--- src/fpc_pkg.sv ---
/*
 fpc_pkg: constants, types and register map of the operator console block.
 assumes: single 10 MHz system clock, classic wishbone register access.
*/
package fpc_pkg;
    localparam int DW = 16;
    // wishbone byte addresses
    localparam logic [7:0] OFS_SWITCH = 8'h00;
    localparam logic [7:0] OFS_LAMPS = 8'h04;
    localparam logic [7:0] OFS_DISPLAY = 8'h08;
    localparam logic [7:0] OFS_STATUS = 8'h0c;
    // switch register fields
    localparam int SW_DATA_LSB = 0;
    localparam int SW_SENSE_LSB = 16;
    localparam int SW_LOCK = 20;
    localparam int SW_CLKEN_JMP = 21;
    // display targets: 0..8 registers, 9 memory address, 10 memory data, 11 instruction register
    localparam logic [3:0] TGT_PC = 4'h0;
    localparam logic [3:0] TGT_FLAGS = 4'h8;
    localparam logic [3:0] TGT_MAR = 4'h9;
    localparam logic [3:0] TGT_MEM = 4'ha;
    localparam logic [3:0] TGT_IR = 4'hb;
    localparam int NUM_TGT = 12;
    localparam logic [8:0] BOOT_WORDS = 9'h100;
    localparam logic [DW-1:0] RST_WORD = 16'h0000;

    typedef enum logic [1:0] {
        MODE_HALT = 2'b00,
        MODE_RUN = 2'b01,
        MODE_SINGLE = 2'b11
    } fpc_mode_t;

    typedef enum logic [2:0] {
        ST_HALT = 3'b000,
        ST_RUN = 3'b001,
        ST_STEP = 3'b011,
        ST_BOOT = 3'b010,
        ST_STOP = 3'b110
    } fpc_state_t;

    // momentary switch pulses after synchronisation
    typedef struct packed {
        logic start;
        logic reset;
        logic load;
        logic step;
        logic breakpoint_clr;
        logic ir_disp;
        logic enter;
        logic disp;
        logic incr;
    } fpc_btn_t;

    // cpu-side request group
    typedef struct packed {
        logic run;
        logic single;
        logic clk_en;
        logic sys_reset;
        logic reg_wr;
        logic reg_rd;
        logic mem_wr;
        logic mem_rd;
        logic [3:0] sel;
        logic [DW-1:0] wdata;
        logic [DW-1:0] maddr;
    } fpc_cpu_req_t;
endpackage

--- src/fpc_console.sv ---
/*
 fpc_console: front panel control logic between operator switches and the cpu.
 assumes: switches already debounced and synchronous to i_clk_sys; cpu answers
 reads with i_cpu_rvalid; cpu reports instruction boundaries and idle halts.
*/
// The register addresses and the Wishbone interface to the registers were left to the implementer.
`timescale 1ns/1ps
// Functional notes
// - while halted, show memory or eleven registers; enter memory or ten registers
// - run or single mode: indicators show the current instruction address
// - memory power fail lamp latches on power return until system reset
// - idle halt lights idle lamp, darkens run; cleared by start in run/single
// - run lamp lit by start in run mode, dark once run mode is left
// - breakpoint centred: lamp lights on address match in run/single; no halt
// - breakpoint clear extinguishes the lamp in any mode
// - breakpoint up in run: match lights lamp, halt after that instruction
// - panel lock ignores all but data, sense, breakpoint clear; no breakpoint halt; clock switch and leaving run mode still act
// - sixteen data switches: up is one; entry value and breakpoint address
// - instruction register display acts only while halted
// - enter loads data switches into target and shows it; display shows target
// - memory entry or display uses the memory address register as address
// - register and memory switches act only while halted
// - increment switch acts as memory data then bumps memory address register
// - four sense switches offered to both sense test instructions
// - system reset clears program counter, flags, memory address and display
// - halt selector stops after current instruction; start enters selected mode
// - single mode start runs one instruction; run mode start runs continuously
// - clock switch on runs freely; off stops clock; step gives one pulse
// - load while halted copies 256 firmware words to memory from zero
// - after load, run selector starts at program counter, halt waits for start
module fpc_console #(
    parameter int BOOT_N = 256
) (
    // clock and reset
    input wire logic i_clk_sys,
    input wire logic i_arst_n,
    // wishbone slave
    input wire logic i_wb_cyc,
    input wire logic i_wb_stb,
    input wire logic i_wb_we,
    input wire logic [7:0] i_wb_adr,
    input wire logic [3:0] i_wb_sel,
    input wire logic [31:0] i_wb_dat,
    output logic [31:0] o_wb_dat,
    output logic o_wb_ack,
    // operator switches
    input wire logic [1:0] i_mode_sel,
    input wire logic i_clk_on,
    input wire logic [1:0] i_breakpoint_sw,
    input wire logic i_start_sw,
    input wire logic i_reset_sw,
    input wire logic i_load_sw,
    input wire logic i_step_sw,
    input wire logic i_ir_sw,
    input wire logic [3:0] i_tgt_sel,
    input wire logic i_enter_sw,
    input wire logic i_disp_sw,
    input wire logic i_incr_sw,
    // cpu status
    input wire logic i_instr_done,
    input wire logic i_idle_halt,
    input wire logic [15:0] i_cur_addr,
    input wire logic [15:0] i_mar,
    input wire logic i_cpu_rvalid,
    input wire logic [15:0] i_cpu_rdata,
    input wire logic i_mem_pwr_lost,
    input wire logic i_ac_ok,
    input wire logic [15:0] i_boot_word,
    // cpu control
    output fpc_pkg::fpc_cpu_req_t o_cpu,
    output logic [7:0] o_boot_idx,
    output logic [3:0] o_sense,
    // lamps
    output logic [15:0] o_data_lamps,
    output logic o_run_lamp,
    output logic o_idle_lamp,
    output logic o_breakpoint_lamp,
    output logic o_pwr_fail_lamp
);
    typedef struct packed {
        fpc_pkg::fpc_state_t st;
        logic [9:0] prev;
        logic [15:0] disp;
        logic [21:0] swreg;
        logic [8:0] boot_cnt;
        logic run_l;
        logic idle_l;
        logic breakpoint_l;
        logic pf_l;
        logic rd_wait;
        logic rd_incr;
        logic step_pend;
        logic breakpoint_halt;
        fpc_pkg::fpc_cpu_req_t cpu;
        logic [31:0] wb_dat;
        logic wb_ack;
    } fpc_state_reg_t;

    fpc_state_reg_t s_q, s_d;
    fpc_pkg::fpc_btn_t btn;
    logic [9:0] raw;
    logic [15:0] data_sw;
    logic locked;
    logic halted;
    logic match;
    logic wb_hit;

    function automatic logic rise(input logic now, input logic was);
        rise = now & ~was;
    endfunction

    assign raw = {i_start_sw, i_reset_sw, i_load_sw, i_step_sw, i_breakpoint_sw[0],
                  i_ir_sw, i_enter_sw, i_disp_sw, i_incr_sw, 1'b0};
    assign data_sw = s_q.swreg[fpc_pkg::SW_DATA_LSB +: 16];
    assign locked = s_q.swreg[fpc_pkg::SW_LOCK];
    assign halted = (s_q.st == fpc_pkg::ST_HALT);
    assign match = (i_mar == data_sw);
    assign wb_hit = i_wb_cyc & i_wb_stb & ~s_q.wb_ack;

    always_comb begin
        s_d = s_q;
        // one pulse per actuation; lock masks all but breakpoint clear
        btn.start = rise(raw[9], s_q.prev[9]) & ~locked;
        btn.reset = rise(raw[8], s_q.prev[8]) & ~locked;
        btn.load = rise(raw[7], s_q.prev[7]) & ~locked;
        btn.step = rise(raw[6], s_q.prev[6]) & ~locked;
        btn.breakpoint_clr = rise(raw[5], s_q.prev[5]);
        btn.ir_disp = rise(raw[4], s_q.prev[4]) & ~locked;
        btn.enter = rise(raw[3], s_q.prev[3]) & ~locked;
        btn.disp = rise(raw[2], s_q.prev[2]) & ~locked;
        btn.incr = rise(raw[1], s_q.prev[1]) & ~locked;
        s_d.prev = raw;
        s_d.cpu.reg_wr = 1'b0;
        s_d.cpu.reg_rd = 1'b0;
        s_d.cpu.mem_wr = 1'b0;
        s_d.cpu.mem_rd = 1'b0;
        s_d.cpu.sys_reset = 1'b0;
        s_d.wb_ack = 1'b0;
        // clock gating: jumper removes switch control
        s_d.cpu.clk_en = i_clk_on | ~s_q.swreg[fpc_pkg::SW_CLKEN_JMP] | btn.step;

        // execution sequencing
        unique case (s_q.st)
            fpc_pkg::ST_HALT: begin
                if (btn.start && i_mode_sel == fpc_pkg::MODE_RUN) begin
                    s_d.st = fpc_pkg::ST_RUN;
                    s_d.run_l = 1'b1;
                    s_d.idle_l = 1'b0;
                end else if (btn.start && i_mode_sel == fpc_pkg::MODE_SINGLE) begin
                    s_d.st = fpc_pkg::ST_STEP;
                    s_d.idle_l = 1'b0;
                end else if (btn.load) begin
                    s_d.st = fpc_pkg::ST_BOOT;
                    s_d.boot_cnt = 9'h000;
                end
            end
            fpc_pkg::ST_RUN: begin
                if (i_idle_halt) begin
                    s_d.st = fpc_pkg::ST_HALT;
                    s_d.idle_l = 1'b1;
                    s_d.run_l = 1'b0;
                end else if (i_mode_sel != fpc_pkg::MODE_RUN || s_q.breakpoint_halt) begin
                    s_d.st = fpc_pkg::ST_STOP;
                    s_d.run_l = 1'b0;
                end
            end
            fpc_pkg::ST_STEP, fpc_pkg::ST_STOP: begin
                // wait for the instruction in flight to finish
                if (i_idle_halt) begin
                    s_d.st = fpc_pkg::ST_HALT;
                    s_d.idle_l = 1'b1;
                end else if (i_instr_done) begin
                    s_d.st = fpc_pkg::ST_HALT;
                end
            end
            fpc_pkg::ST_BOOT: begin
                s_d.cpu.mem_wr = 1'b1;
                s_d.cpu.maddr = {7'h00, s_q.boot_cnt};
                s_d.cpu.wdata = i_boot_word;
                s_d.boot_cnt = s_q.boot_cnt + 9'h001;
                if (s_q.boot_cnt == 9'(BOOT_N - 1)) begin
                    // run selector starts straight away, else stay halted
                    if (i_mode_sel == fpc_pkg::MODE_RUN) begin
                        s_d.st = fpc_pkg::ST_RUN;
                        s_d.run_l = 1'b1;
                    end else begin
                        s_d.st = fpc_pkg::ST_HALT;
                    end
                end
            end
            default: s_d.st = fpc_pkg::ST_HALT;
        endcase
        // stop keeps run up, else the instruction in flight never finishes
        s_d.cpu.run = (s_d.st == fpc_pkg::ST_RUN) || (s_d.st == fpc_pkg::ST_STOP);
        s_d.cpu.single = (s_d.st == fpc_pkg::ST_STEP);
        s_d.breakpoint_halt = 1'b0;

        // breakpoint lamp; armed halt only when unlocked and switch up
        if (!halted && s_q.st != fpc_pkg::ST_BOOT && match) begin
            s_d.breakpoint_l = 1'b1;
            if (s_q.st == fpc_pkg::ST_RUN && i_breakpoint_sw[1] && !locked) begin
                s_d.breakpoint_halt = 1'b1;
            end
        end
        if (btn.breakpoint_clr && !match) begin
            s_d.breakpoint_l = 1'b0;
        end else if (btn.breakpoint_clr) begin
            s_d.breakpoint_l = 1'b0;
        end

        // manual display and entry, halted only
        if (halted && !s_q.rd_wait) begin
            if (btn.ir_disp) begin
                s_d.cpu.reg_rd = 1'b1;
                s_d.cpu.sel = fpc_pkg::TGT_IR;
                s_d.rd_wait = 1'b1;
                s_d.rd_incr = 1'b0;
            end else if (btn.enter || btn.disp) begin
                s_d.cpu.sel = i_tgt_sel;
                s_d.cpu.maddr = i_mar;
                s_d.rd_incr = btn.incr;
                if (btn.enter) begin
                    s_d.cpu.wdata = data_sw;
                    s_d.disp = data_sw;
                    s_d.cpu.mem_wr = (i_tgt_sel == fpc_pkg::TGT_MEM);
                    s_d.cpu.reg_wr = (i_tgt_sel < fpc_pkg::TGT_MEM);
                end else if (i_tgt_sel < 4'(fpc_pkg::NUM_TGT)) begin
                    s_d.cpu.mem_rd = (i_tgt_sel == fpc_pkg::TGT_MEM);
                    s_d.cpu.reg_rd = (i_tgt_sel != fpc_pkg::TGT_MEM);
                    s_d.rd_wait = 1'b1;
                end
            end
        end
        // memory increment after enter, or after a completed read
        if (s_q.rd_incr && !s_q.rd_wait && !s_q.cpu.reg_wr) begin
            s_d.cpu.reg_wr = 1'b1;
            s_d.cpu.sel = fpc_pkg::TGT_MAR;
            s_d.cpu.wdata = i_mar + 16'h0001;
            s_d.rd_incr = 1'b0;
        end
        if (s_q.rd_wait && i_cpu_rvalid) begin
            s_d.disp = i_cpu_rdata;
            s_d.rd_wait = 1'b0;
        end

        // power fail lamp latches; a new set in the same cycle wins over reset
        if (i_mem_pwr_lost && i_ac_ok) begin
            s_d.pf_l = 1'b1;
        end

        // system reset switch
        if (btn.reset) begin
            s_d.cpu.sys_reset = 1'b1;
            s_d.disp = fpc_pkg::RST_WORD;
            s_d.pf_l = i_mem_pwr_lost & i_ac_ok;
        end

        // wishbone register access
        if (wb_hit) begin
            s_d.wb_ack = 1'b1;
            s_d.wb_dat = 32'h0000_0000;
            unique case (i_wb_adr)
                fpc_pkg::OFS_SWITCH: begin
                    s_d.wb_dat = {10'h000, s_q.swreg};
                    if (i_wb_we) begin
                        if (i_wb_sel[0]) s_d.swreg[7:0] = i_wb_dat[7:0];
                        if (i_wb_sel[1]) s_d.swreg[15:8] = i_wb_dat[15:8];
                        if (i_wb_sel[2]) s_d.swreg[21:16] = i_wb_dat[21:16];
                    end
                end
                fpc_pkg::OFS_LAMPS: s_d.wb_dat = {28'h0000000, s_q.pf_l, s_q.breakpoint_l, s_q.idle_l, s_q.run_l};
                fpc_pkg::OFS_DISPLAY: s_d.wb_dat = {16'h0000, o_data_lamps};
                fpc_pkg::OFS_STATUS: s_d.wb_dat = {27'h0000000, s_q.rd_wait, s_q.breakpoint_halt, s_q.st};
                default: s_d.wb_dat = 32'h0000_0000;
            endcase
        end
    end

    always_ff @(posedge i_clk_sys or negedge i_arst_n) begin
        if (!i_arst_n) begin
            s_q <= '0;
            s_q.swreg <= 22'h200000;
        end else begin
            s_q <= s_d;
        end
    end

    // running: show the executing address, halted: display register
    assign o_data_lamps = (s_q.st == fpc_pkg::ST_RUN || s_q.st == fpc_pkg::ST_STEP) ? i_cur_addr : s_q.disp;
    assign o_sense = s_q.swreg[fpc_pkg::SW_SENSE_LSB +: 4];
    assign o_cpu = s_q.cpu;
    assign o_boot_idx = s_q.boot_cnt[7:0];
    assign o_run_lamp = s_q.run_l;
    assign o_idle_lamp = s_q.idle_l;
    assign o_breakpoint_lamp = s_q.breakpoint_l;
    assign o_pwr_fail_lamp = s_q.pf_l;
    assign o_wb_dat = s_q.wb_dat;
    assign o_wb_ack = s_q.wb_ack;
endmodule // fpc_console

--- config.mk ---
export PLATFORM = sky130hd
export DESIGN_NAME = fpc_console
export DESIGN_NICKNAME = d
export VERILOG_FILES = /design/src/fpc_pkg.sv /design/src/fpc_console.sv
export SDC_FILE = /design/constraint.sdc
export NUM_CORES = 1
export LEC_CHECK = 0
export ABC_AREA = 0
export BUFFER_PORTS_ARGS = -buffer_cell sky130_fd_sc_hd__buf_2
export CAP_MARGIN = 20
export CORE_UTILIZATION = 45
export DETAILED_ROUTE_END_ITERATION = 8
export PLACE_DENSITY = 0.78
export SLEW_MARGIN = 20
export SYNTH_ARGS = -nofsm -noshare
export SYNTH_HDL_FRONTEND = slang
export SYNTH_SLANG_ARGS = --single-unit
--- constraint.sdc ---
create_clock -name i_clk_sys -period 1.9 [get_ports i_clk_sys]
set_input_delay 0.095 -clock i_clk_sys [delete_from_list [all_inputs] [get_ports i_clk_sys]]
set_output_delay 0.095 -clock i_clk_sys [all_outputs]
set_load 0.02 [all_outputs]
# Word-level counts from Yosys, hierarchy flattened
# Index checks and enable logic that the tools add are counted.
# op_classes
n_reduce_logical,47
magnitude_cmp,2
mux,66
n_addsub,2
n_eq_ne,29
bitwise,34
# op_table
op,n
two-way mux 16 bit,8
one-hot mux 22 bit (4 select lines),1
two-way mux 40 bit,2
two-way mux 32 bit,2
two-way mux 1 bit,32
two-way mux 9 bit,3
two-way mux 3 bit,8
AND reduction 4 bit,6
nonzero test 3 bit,8
AND 1 bit,20
two-way mux 20 bit,1
one-hot mux 9 bit (2 select lines),1
adder 16 x 1 -> 16 bit (second input constant),1
== test 16 bit,1
== test 8 x 4 -> 1 bit (second input constant),2
logical AND 1 bit,12
NOT 1 bit,12
one-hot mux 3 bit (4 select lines),1
!= test 2 bit (second input constant),5
nonzero test 2 bit,5
adder 9 x 1 -> 9 bit (second input constant),1
== test 3 x 2 -> 1 bit (second input constant),3
== test 9 x 8 -> 1 bit (second input constant),1
!= test 3 x 1 -> 1 bit (second input constant),3
25 further kinds,41
# word_totals
out_inout_bits,109
ff_bits,133
elab_cells,207
in_bits,135

# Depth between registers and ports, before layout
# Gate-level depths: netlist (run 1).
# logic_depth
ltp_word,9
mapped_depth,8
mapped_depth_nobuf,8

# Worst setup path before layout (run 1)
# Ideal clock, no wire load.
# synth_timing
path_kind,reg2reg
from,reg s_q[144] (netlist name)
to,"reg s_q, in the netlist o_cpu[21]"
slack_ns,-0.157
period_less_slack_ns,2.057
required_ns,1.759
setup_time_ns,0.141
n_path_buf,3
t_arrival_ns,1.916
path_stages_with_launch,8
path_cell_list,dfrtp_1 -> or4_1 -> buf_2 -> or3_1 -> buf_6 -> buf_8 -> mux2i_1 -> mux2i_1
# synth_rtl
element,line_no,source
start: declaration,fpc_console.sv:99,"fpc_state_reg_t s_q, s_d;"

==> results of run 1 <==
layer usage:
layer  vias to the layer above  global-route usage, %  share of wire, %
met5                         -                      0                 0
met4                         0                   9.67               2.6
met3                        58                   6.66               7.1
met2                       352                   45.3                48
met1                      3293                   35.0                42
li1                       3063                      -                 -
path summary, 6_finish.rpt:
kind,endpoint,depth (start not counted)
worst min register to register,o_cpu[41],1
worst min-delay path,o_cpu[7],3
min in group asynchronous,s_q[119],2
max in group asynchronous,o_cpu[20],3
worst max register to register,o_cpu[31],5
worst max-delay path,o_cpu[31],5
cell usage after synthesis (all sizes together) (2+ instances only):
cell	n
buf	99
or2	2
clkbuf	33
nor2b	11
nand3	14
nor4b	4
ha	3
o21bai	4
a21oi	4
or3	2
nand4	4
o221ai	2
o21ai	60
o31ai	8
o41ai	2
and3	3
a22o	7
mux2	48
a31oi	19
a211oi	6
dfrtp	132
o31a	3
nor4	12
nor3	17
o22ai	3
nand3b	5
and2	2
nor2	22
a2111o	2
xnor2	12
inv	9
a32oi	2
nand2b	7
or3b	2
nand2	100
xor2	16
nor3b	6
mux2i	49
state kept, by name (all words and copies together), names as in the netlist:
register           flops
o_pwr_fail_lamp        1
o_breakpoint_lamp      1
o_sense                4
s_q                   33
data_sw               16
o_idle_lamp            1
o_wb_ack               1
o_boot_idx             8
o_wb_dat              22
o_cpu                 44
locked                 1
o_run_lamp             1
critical path, stage by stage (launching register included):
cell and delay [ns]:
dfrtp_1 0.38, or3b_2 0.50, or3_4 0.43, buf_12 0.20
mux2i_1 0.16, o221ai_1 0.12
cell type report:
type                    instances  share of cell area, %
well taps                     216                   2.66
clock buffers                  24                   4.73
repair buffers                349                   24.1
inverters                       9                  0.332
flip-flops and latches        133                   32.7
clock inverters                 8                  0.971
multi-input cells             491                   34.4
diodes                          2                 0.0492
timing repair:
item	4_1_cts	5_1_grt
endpoints found under the setup margin	24	78
pin swaps	0	4
hold buffers	59	1
gates cloned	1	5
setup buffers	6	3
hold endpoints to repair	100	1
resized for setup	48	39
stage by stage:
step / hold WS (ns) / TNS (ns) / setup slack [ns] / util [%] / std cells
floorplan: -0.201 / -1.78 / -0.0943 / - / 765
global placement: 0.0527 / 0 / 0.00526 / 53.3 / 1125
detailed placement: 0.0489 / -0.126 / -0.0316 / 53.3 / 1125
CTS: 0.000896 / -0.0717 / -0.0292 / 62.1 / 1223
global route: 0.0179 / -1.29 / -0.101 / 63.4 / 1231
finish: -0.000985 / -0.166 / -0.0422 / 63.4 / 1232
layout by cell type, fill, tap and decap left out, types with 4 or more instances in the layout:
cell           Yosys  layout
clkbuf_16          0      20
buf_12             0       6
o31ai_1            8       7
mux2_4             0      15
mux2_2            48      33
nand4_1            4       4
o21bai_1           4       4
buf_6              1      16
a21oi_1            4       4
a211oi_1           6       6
xnor2_1           12      12
dfrtp_1          132     132
a31oi_1           19      19
nor3_1            16      16
conb_1             1      10
o21ai_0           59      45
nand2_1          100      97
nand3b_1           5       5
a22o_1             7       7
o21ai_1            1      15
clkbuf_1          33       4
nor2_1            22      21
inv_1              9       9
nand2b_1           7       7
buf_4             88      56
buf_2              8     206
mux2i_1           49      49
xor2_1            16      16
nand3_1           14      13
nor2b_1           11      10
nor4_1            12      12
dlygate4sd3_1      0      60
cell families (layout without fill, tap and decap cells):
kind of cell	count (synthesis)	after routing	synth area share [%]
AO/OA/AOI/OAI	133	133	11.6
XOR/XNOR	28	28	3.27
adder cells (fa/ha/maj)	3	3	0.501
buffers and inverters	141	390	11.8
flip-flops	133	133	44.4
multiplexers	97	97	13.8
other	1	12	0.0500
AND/OR/NAND/NOR	220	220	14.6
power breakdown:
part | leakage [nW] | internal (W) | total [W] | switching [W]
logic | 3.00 | 0.00216 | 0.00486 | 0.00270
registers | 1.74 | 0.00343 | 0.00379 | 0.000357
clock network | 0.280 | 0.00203 | 0.00325 | 0.00122
==> flow_metrics.tcl, run 1 <==
set metrics [dict create \
    first_pass_iters 5 \
    cts_root_buf "clkbuf_16" \
    fp.dieW_um 131 \
    setup_viol 9 \
    post-route-period-util_pct 102 \
    cts_tree "done" \
    fin_ws_ns -0.0422 \
    worst_pin_slew_ns 0.614 \
    multi_input_area_mm2 0.00350 \
    yosysSeqAreaShare_pct 44.4 \
    syn_to_final_growth_pct 35.7 \
    r2r_start "locked" \
    h-tree-depth 4 \
    vias 6766 \
    dieArea_mm2 0.0172 \
    synth_edf_count 0 \
    worst-setup-path-type "reg2reg" \
    drt_iter0_drc 462 \
    antenna_found_initial 1 \
    violations "hold timing, setup timing" \
    io_buffers 222 \
    maxCapViolations 0 \
    max-slew-margin-rel_pct 59.0 \
    total_power_w 0.0119 \
    boundaryPins 244 \
    initial_utilization_pct 46.7 \
    cts_buffer_depth 2 \
    synthCells 756 \
    path_clk_slew_ns 0.06 \
    synth_seq_cells 133 \
    register_area_mm2 0.00333 \
    overflow 0 \
    die_h_um 131 \
    grt_max_degree 45 \
    peakVddDrop_mv 0.666 \
    synth_top_area_share_pct 44.1 \
    status "complete, but fails checks" \
    path_max_fanout 33 \
    cts_buffers 17 \
    cp.arrival_ns 2.21 \
    wire_per_inst_um 19.4 \
    clk_latency_ns 0.42 \
    rsz0062_at_grt "true" \
    p_per_area_mw_per_mm2 1170 \
    synthTopCellsByArea "dfrtp_1, buf_4, mux2_2, mux2i_1, nand2_1" \
    core_region_area_mm2 0.0161 \
    cp-startpoint "locked" \
    gp_congestion 0.826 \
    ys.flop_type "dfrtp_1" \
    cp.required_ns 2.17 \
    grt_pass1_vias 6444 \
    max_freq_ghz 0.515 \
    yosys.area.top_type "dfrtp_1" \
    ys.warnings.count 0 \
    min_period_ns 1.94 \
    cp-end-kind "flip-flop" \
    hold_start "i_mar[7]" \
    ant_nets 0 \
    leakage_nw 5.02 \
    placed_cell_area_mm2 0.00856 \
    grt_usage_pct 27.4 \
    rows 46 \
    r2r_slack_ns -0.04 \
    wirelength_mm 23.9 \
    hold_path.class "in2reg" \
    design_area_mm2 0.0102 \
    async_flop_share_pct 100 \
    yosysUniqueCellTypes 64 \
    avgSynthCellArea_um2 9.92 \
    via_per_inst 5.49 \
    nFillCells 1249 \
    holdWs_ns -0.000985 \
    cts_sinks 133 \
    slew_violations 0 \
    layout-drive-gt1-share_pct 39.1 \
    nets 1139 \
    crit_path_start_kind "flip-flop" \
    synth_area_mm2 0.00750 \
    grt_pass1_wl_mm 34.8 \
    drc 0 \
    dpl.hpwl_mm 16.2 \
    hold_viol 1 \
    fin_worst_skew_ns 0.0106 \
]
No activity file was read; power rests on OpenSTA's default activity.
==> inputs of run 2 (changes only) <==
- CORE_UTILIZATION: 45 -> 35
- PLACE_DENSITY: 0.78 -> 0.64
==> run 2 against run 1 <==
The flow finishes with violations (setup timing). Routed wire length grew 3.5%. Clock power is essentially flat. Cell count grew 6.4%. Largest cell class unchanged.
==> flow_metrics.tcl, run 2 (synthesis gave the netlist of run 1 again) <==
set metrics [dict create \
    status "complete, but fails checks" \
    violations "setup timing" \
    clk_latency_ns 0.43 \
    initial_utilization_pct 35.7 \
    fin_worst_skew_ns 0.0158 \
    maxCapViolations 0 \
    leakage_nw 5.19 \
    ant_nets 0 \
    cp.arrival_ns 2.27 \
    path_clk_slew_ns 0.06 \
    r2r_slack_ns -0.02 \
    largest_reg_flops 44 \
    antenna_found_initial 0 \
    syn_to_final_growth_pct 41.0 \
    rsz0062_at_grt "true" \
    cp-end-kind "flip-flop" \
    reg2reg_to "o_cpu[34]" \
    setup_viol 9 \
    via_per_inst 5.01 \
    dieArea_mm2 0.0220 \
    crit_path_start_kind "flip-flop" \
    layout-drive-gt1-share_pct 40.9 \
    final_cell_mix "buf_2, dfrtp_1, nand2_1, dlygate4sd3_1, buf_4" \
    grt_usage_pct 22.5 \
    cts_tree "done" \
    io_buffers 222 \
    cts_root_buf "clkbuf_16" \
    p_per_area_mw_per_mm2 1140 \
    grt_pass1_wl_mm 37.0 \
    r2r_start "s_q[143]" \
    wirelength_mm 24.8 \
    rows 53 \
    cts_sinks 133 \
    fin_setup_tns_ns -0.0892 \
    hold_start "i_mar[8]" \
    post-route-period-util_pct 101 \
    path_max_fanout 6 \
    min_period_ns 1.92 \
    gp_congestion 0.817 \
    drt_iter0_drc 346 \
    hold_viol 0 \
    wire_per_inst_um 18.9 \
    drc 0 \
    worst-setup-path-type "reg2reg" \
    dpl.hpwl_mm 17.2 \
    max_freq_ghz 0.521 \
    fp.dieW_um 148 \
    hold_path_depth 3 \
    h-tree-depth 4 \
    die_h_um 148 \
    diodes 0 \
    grt_pass1_vias 6648 \
    layout_commonest_cell "buf_2" \
    min_to "o_cpu[8]" \
    nets 1161 \
    grt_max_degree 67 \
    overflow 0 \
    boundaryPins 244 \
    cts_buffers 17 \
    peakVddDrop_mv 0.528 \
    core_region_area_mm2 0.0210 \
    slew_violations 0 \
    first_pass_iters 4 \
    cts_buffer_depth 2 \
    holdWs_ns 0.0106 \
    fin_ws_ns -0.0183 \
    r2r.worst_path.cells 7 \
    cp.required_ns 2.25 \
    nFillCells 1925 \
    hold_path.class "in2reg" \
    vias 6569 \
]
[run 2: power by group]
part | leakage [nW] | internal, W | switching (W)
logic | 3.15 | 0.00229 | 0.00272
clock network | 0.294 | 0.00203 | 0.00124
registers | 1.74 | 0.00343 | 0.000355
[run 2: final cells by class]
type	instances	area (µm²)	area share (%)
inverter	9	33.8	0.320
clock inverter	8	70.1	0.663
multi-input combinational	491	3540	33.5
sequential	133	3330	31.5
tap	275	344	3.25
clock buffer	24	522	4.94
timing repair buffer	371	2730	25.8
[run 2: through the flow]
stage               total power (W)  setup slack (ns)  instances  area [µm²]  utilization (%)
global placement            0.00803          -0.00733       1186        8670             41.3
floorplan                   0.00693           -0.0943        765        7550                -
CTS                          0.0119           -0.0389       1302       10300             49.0
detailed placement          0.00808           -0.0468       1186        8670             41.3
global route                 0.0127           -0.0953       1311       10600             50.3
finish                       0.0121           -0.0183       1311       10600             50.3
[run 2: routing by layer]
layer  vias to the layer above  share of wire, %  track usage [%]
met1                      3222                45             29.6
met2                       211                47             36.3
li1                       3101                 -                -
met3                        35               5.0             5.12
met4                         0               2.4             7.53
met5                         -                 0                0
[run 2: worst max-delay path by stage]
stage | from | endpoint | slack, ns | cells after the start
final | s_q[143] | o_cpu[34] | -0.02 | 7
after global routing | s_q[143] | s_q[79] | -0.1 | 7
after CTS | s_q[144] | o_data_lamps[12] | -0.04 | 6
after detailed placement | o_boot_idx[3] | o_cpu[42] | -0.05 | 8
after global placement | s_q[143] | s_q[79] | -0.007 | 6
after floorplan | s_q[142] | o_cpu[21] | -0.09 | 7
[run 2: critical path, cell delays in order, from the launching register on]
cell and delay (ns):
dfrtp_1 0.39, or4_4 0.55, buf_6 0.15, a2111oi_4 0.20
buf_6 0.23, buf_12 0.14, a22oi_1 0.08, nor2_1 0.10
[run 2: timing repair]
action | 4_1_cts | 5_1_grt
gates resized for setup | 59 | 53
cloned | 2 | 4
pin swaps | 9 | 10
endpoints found under the setup margin | 42 | 61
setup buffers | 15 | 4
endpoints found under the hold margin | 200 | 2
hold buffers | 67 | 2
==> inputs of run 3 (changes only) <==
- CORE_ASPECT_RATIO: not set -> 0.5
==> run 3 against run 2 <==
Largest cell class unchanged. Critical path depth decreased by 1. Die area increased by 0.16%. Fmax increased by 0.17%. Count of clock-buffer cells in the layout decreased by 6. Clock skew decreased by 0.0030 ns. Register-to-register slack about the same. The run still ends with setup timing left. Design area decreased by 3.6%. Critical endpoint is now o_cpu[17]. Sequential share of layout area increased by 1.2 points. Critical path type unchanged. Combinational power decreased by 7.8%. Non-clock buffer count decreased by 20.
==> flow_metrics.tcl, run 3 (synthesis gave the netlist of run 1 again) <==
set metrics [dict create \
    status "complete, but fails checks" \
    violations "setup timing" \
    cp-end-kind "flip-flop" \
    wl_met1_mm 11.0 \
    fp.dieW_um 209 \
    rows 37 \
    path_max_fanout 6 \
    cts_root_buf "clkbuf_16" \
    post-route-period-util_pct 101 \
    cts_buffers 17 \
    first_pass_iters 5 \
    core_region_area_mm2 0.0208 \
    r2r_slack_ns -0.02 \
    fin_worst_skew_ns 0.0128 \
    grt_pass1_vias 6475 \
    instances_no_fill 1288 \
    max_freq_ghz 0.522 \
    path_cells "or4_4 -> buf_6 -> nor3_4 -> buf_4 -> a211oi_1 -> o31ai_1" \
    nets 1141 \
    vias 6526 \
    clk_latency_ns 0.42 \
    cp.required_ns 2.20 \
    crit_path_start_kind "flip-flop" \
    final_cell_mix "buf_2, dfrtp_1, nand2_1, dlygate4sd3_1, buf_4" \
    grt_pass1_wl_mm 36.6 \
    overflow 0 \
    drc 0 \
    grt_max_degree 62 \
    dpl.hpwl_mm 17.3 \
    cts_sinks 133 \
    holdWs_ns 0.00258 \
    syn_to_final_growth_pct 35.9 \
    grt_usage_pct 21.8 \
    wl_met3_um 903 \
    io_buffers 222 \
    slew_violations 0 \
    critPathMaxStageDelay_ns 0.55 \
    maxCapViolations 0 \
    cp.arrival_ns 2.22 \
    h-tree-depth 4 \
    p_per_area_mw_per_mm2 1180 \
    max-slew-margin-rel_pct 59.1 \
    initial_utilization_pct 36.1 \
    drt_iter0_drc 478 \
    dieArea_mm2 0.0220 \
    ant_nets 0 \
    gp_congestion 0.893 \
    critical_path.slowest_cell "or4_4" \
    setup_viol 4 \
    boundaryPins 244 \
    diodes 0 \
    hold_viol 0 \
    layout-drive-gt1-share_pct 39.0 \
    worst-setup-path-type "reg2reg" \
    antenna_found_initial 0 \
    leakage_nw 5.04 \
    die_h_um 105 \
    min_period_ns 1.92 \
    largest_reg_flops 44 \
    dr.max_layer_used "met4" \
    worst_pin_slew_ns 0.614 \
    dr_wl_met2_mm 11.7 \
    hold_path.class "in2reg" \
    fin_ws_ns -0.0150 \
    dp.cells 1188 \
    wire_per_inst_um 18.6 \
    wirelength_mm 23.9 \
    layout_commonest_cell "buf_2" \
    rsz0062_at_grt "true" \
    peakVddDrop_mv 0.649 \
    via_per_inst 5.07 \
    cts_tree "done" \
    path_clk_slew_ns 0.06 \
    cts_buffer_depth 2 \
]
==> run 3: where the power goes <==
part	switching, W	internal, W	leakage (nW)	total, W
Sequential	0.000352	0.00343	1.74	0.00378
Combinational	0.00262	0.00199	2.98	0.00462
Clock	0.00130	0.00236	0.320	0.00366
==> run 3: metal layers <==
metal / vias up / global-route usage [%]
met5: - / 0
met4: 0 / 6.25
met3: 27 / 3.28
met2: 203 / 35.6
met1: 3232 / 29.8
li1: 3064 / -
==> run 3: final timing paths <==
check	startpoint	end	depth (start not counted)
setup / recovery	s_q[143]	o_cpu[17]	6
min in group asynchronous	i_arst_n	o_sense[2]	2
setup reg to reg	s_q[143]	o_cpu[17]	6
hold reg to reg	o_wb_dat[11]	o_wb_dat[11]	2
hold / removal	i_mar[4]	o_cpu[4]	3
max in group asynchronous	i_arst_n	o_cpu[31]	3
==> run 3: worst max-delay path, delay by kind of cell (launching register included) <==
kind            cells  cell delay [ns]
simple gates        2             0.76
flops               1             0.38
compound gates      2             0.33
buf+inv             2             0.35
==> run 3: final cells by class <==
class | instances | area, µm²
Sequential cell | 133 | 3330
Timing Repair Buffer | 351 | 2370
Inverter | 9 | 33.8
Clock buffer | 18 | 439
Clock inverter | 13 | 205
Multi-Input combinational cell | 491 | 3470
Fill cell | 1915 | 10600
Tap cell | 273 | 342
==> run 3: timing repair <==
action,4_1_cts,5_1_grt
resized for setup,6,44
cloned,1,1
hold buffers,60,2
pin swaps,3,1
setup endpoints to repair,57,56
setup buffers,4,1
hold endpoints to repair,118,2
==> run 3: per-stage QoR <==
stage | area [µm²] | worst slack [ns] | power [W] | setup TNS (ns) | utilization (%)
2_1_floorplan | 7550 | -0.0943 | 0.00693 | -1.78 | -
3_3_place_gp | 8670 | -0.0156 | 0.00798 | -0.0156 | 41.7
3_5_place_dp | 8670 | -0.0674 | 0.00805 | -0.997 | 41.7
4_1_cts | 10000 | -0.0161 | 0.0119 | -0.0569 | 48.1
5_1_grt | 10200 | -0.0605 | 0.0126 | -0.779 | 49.0
6_report | 10200 | -0.0150 | 0.0121 | -0.0197 | 49.0
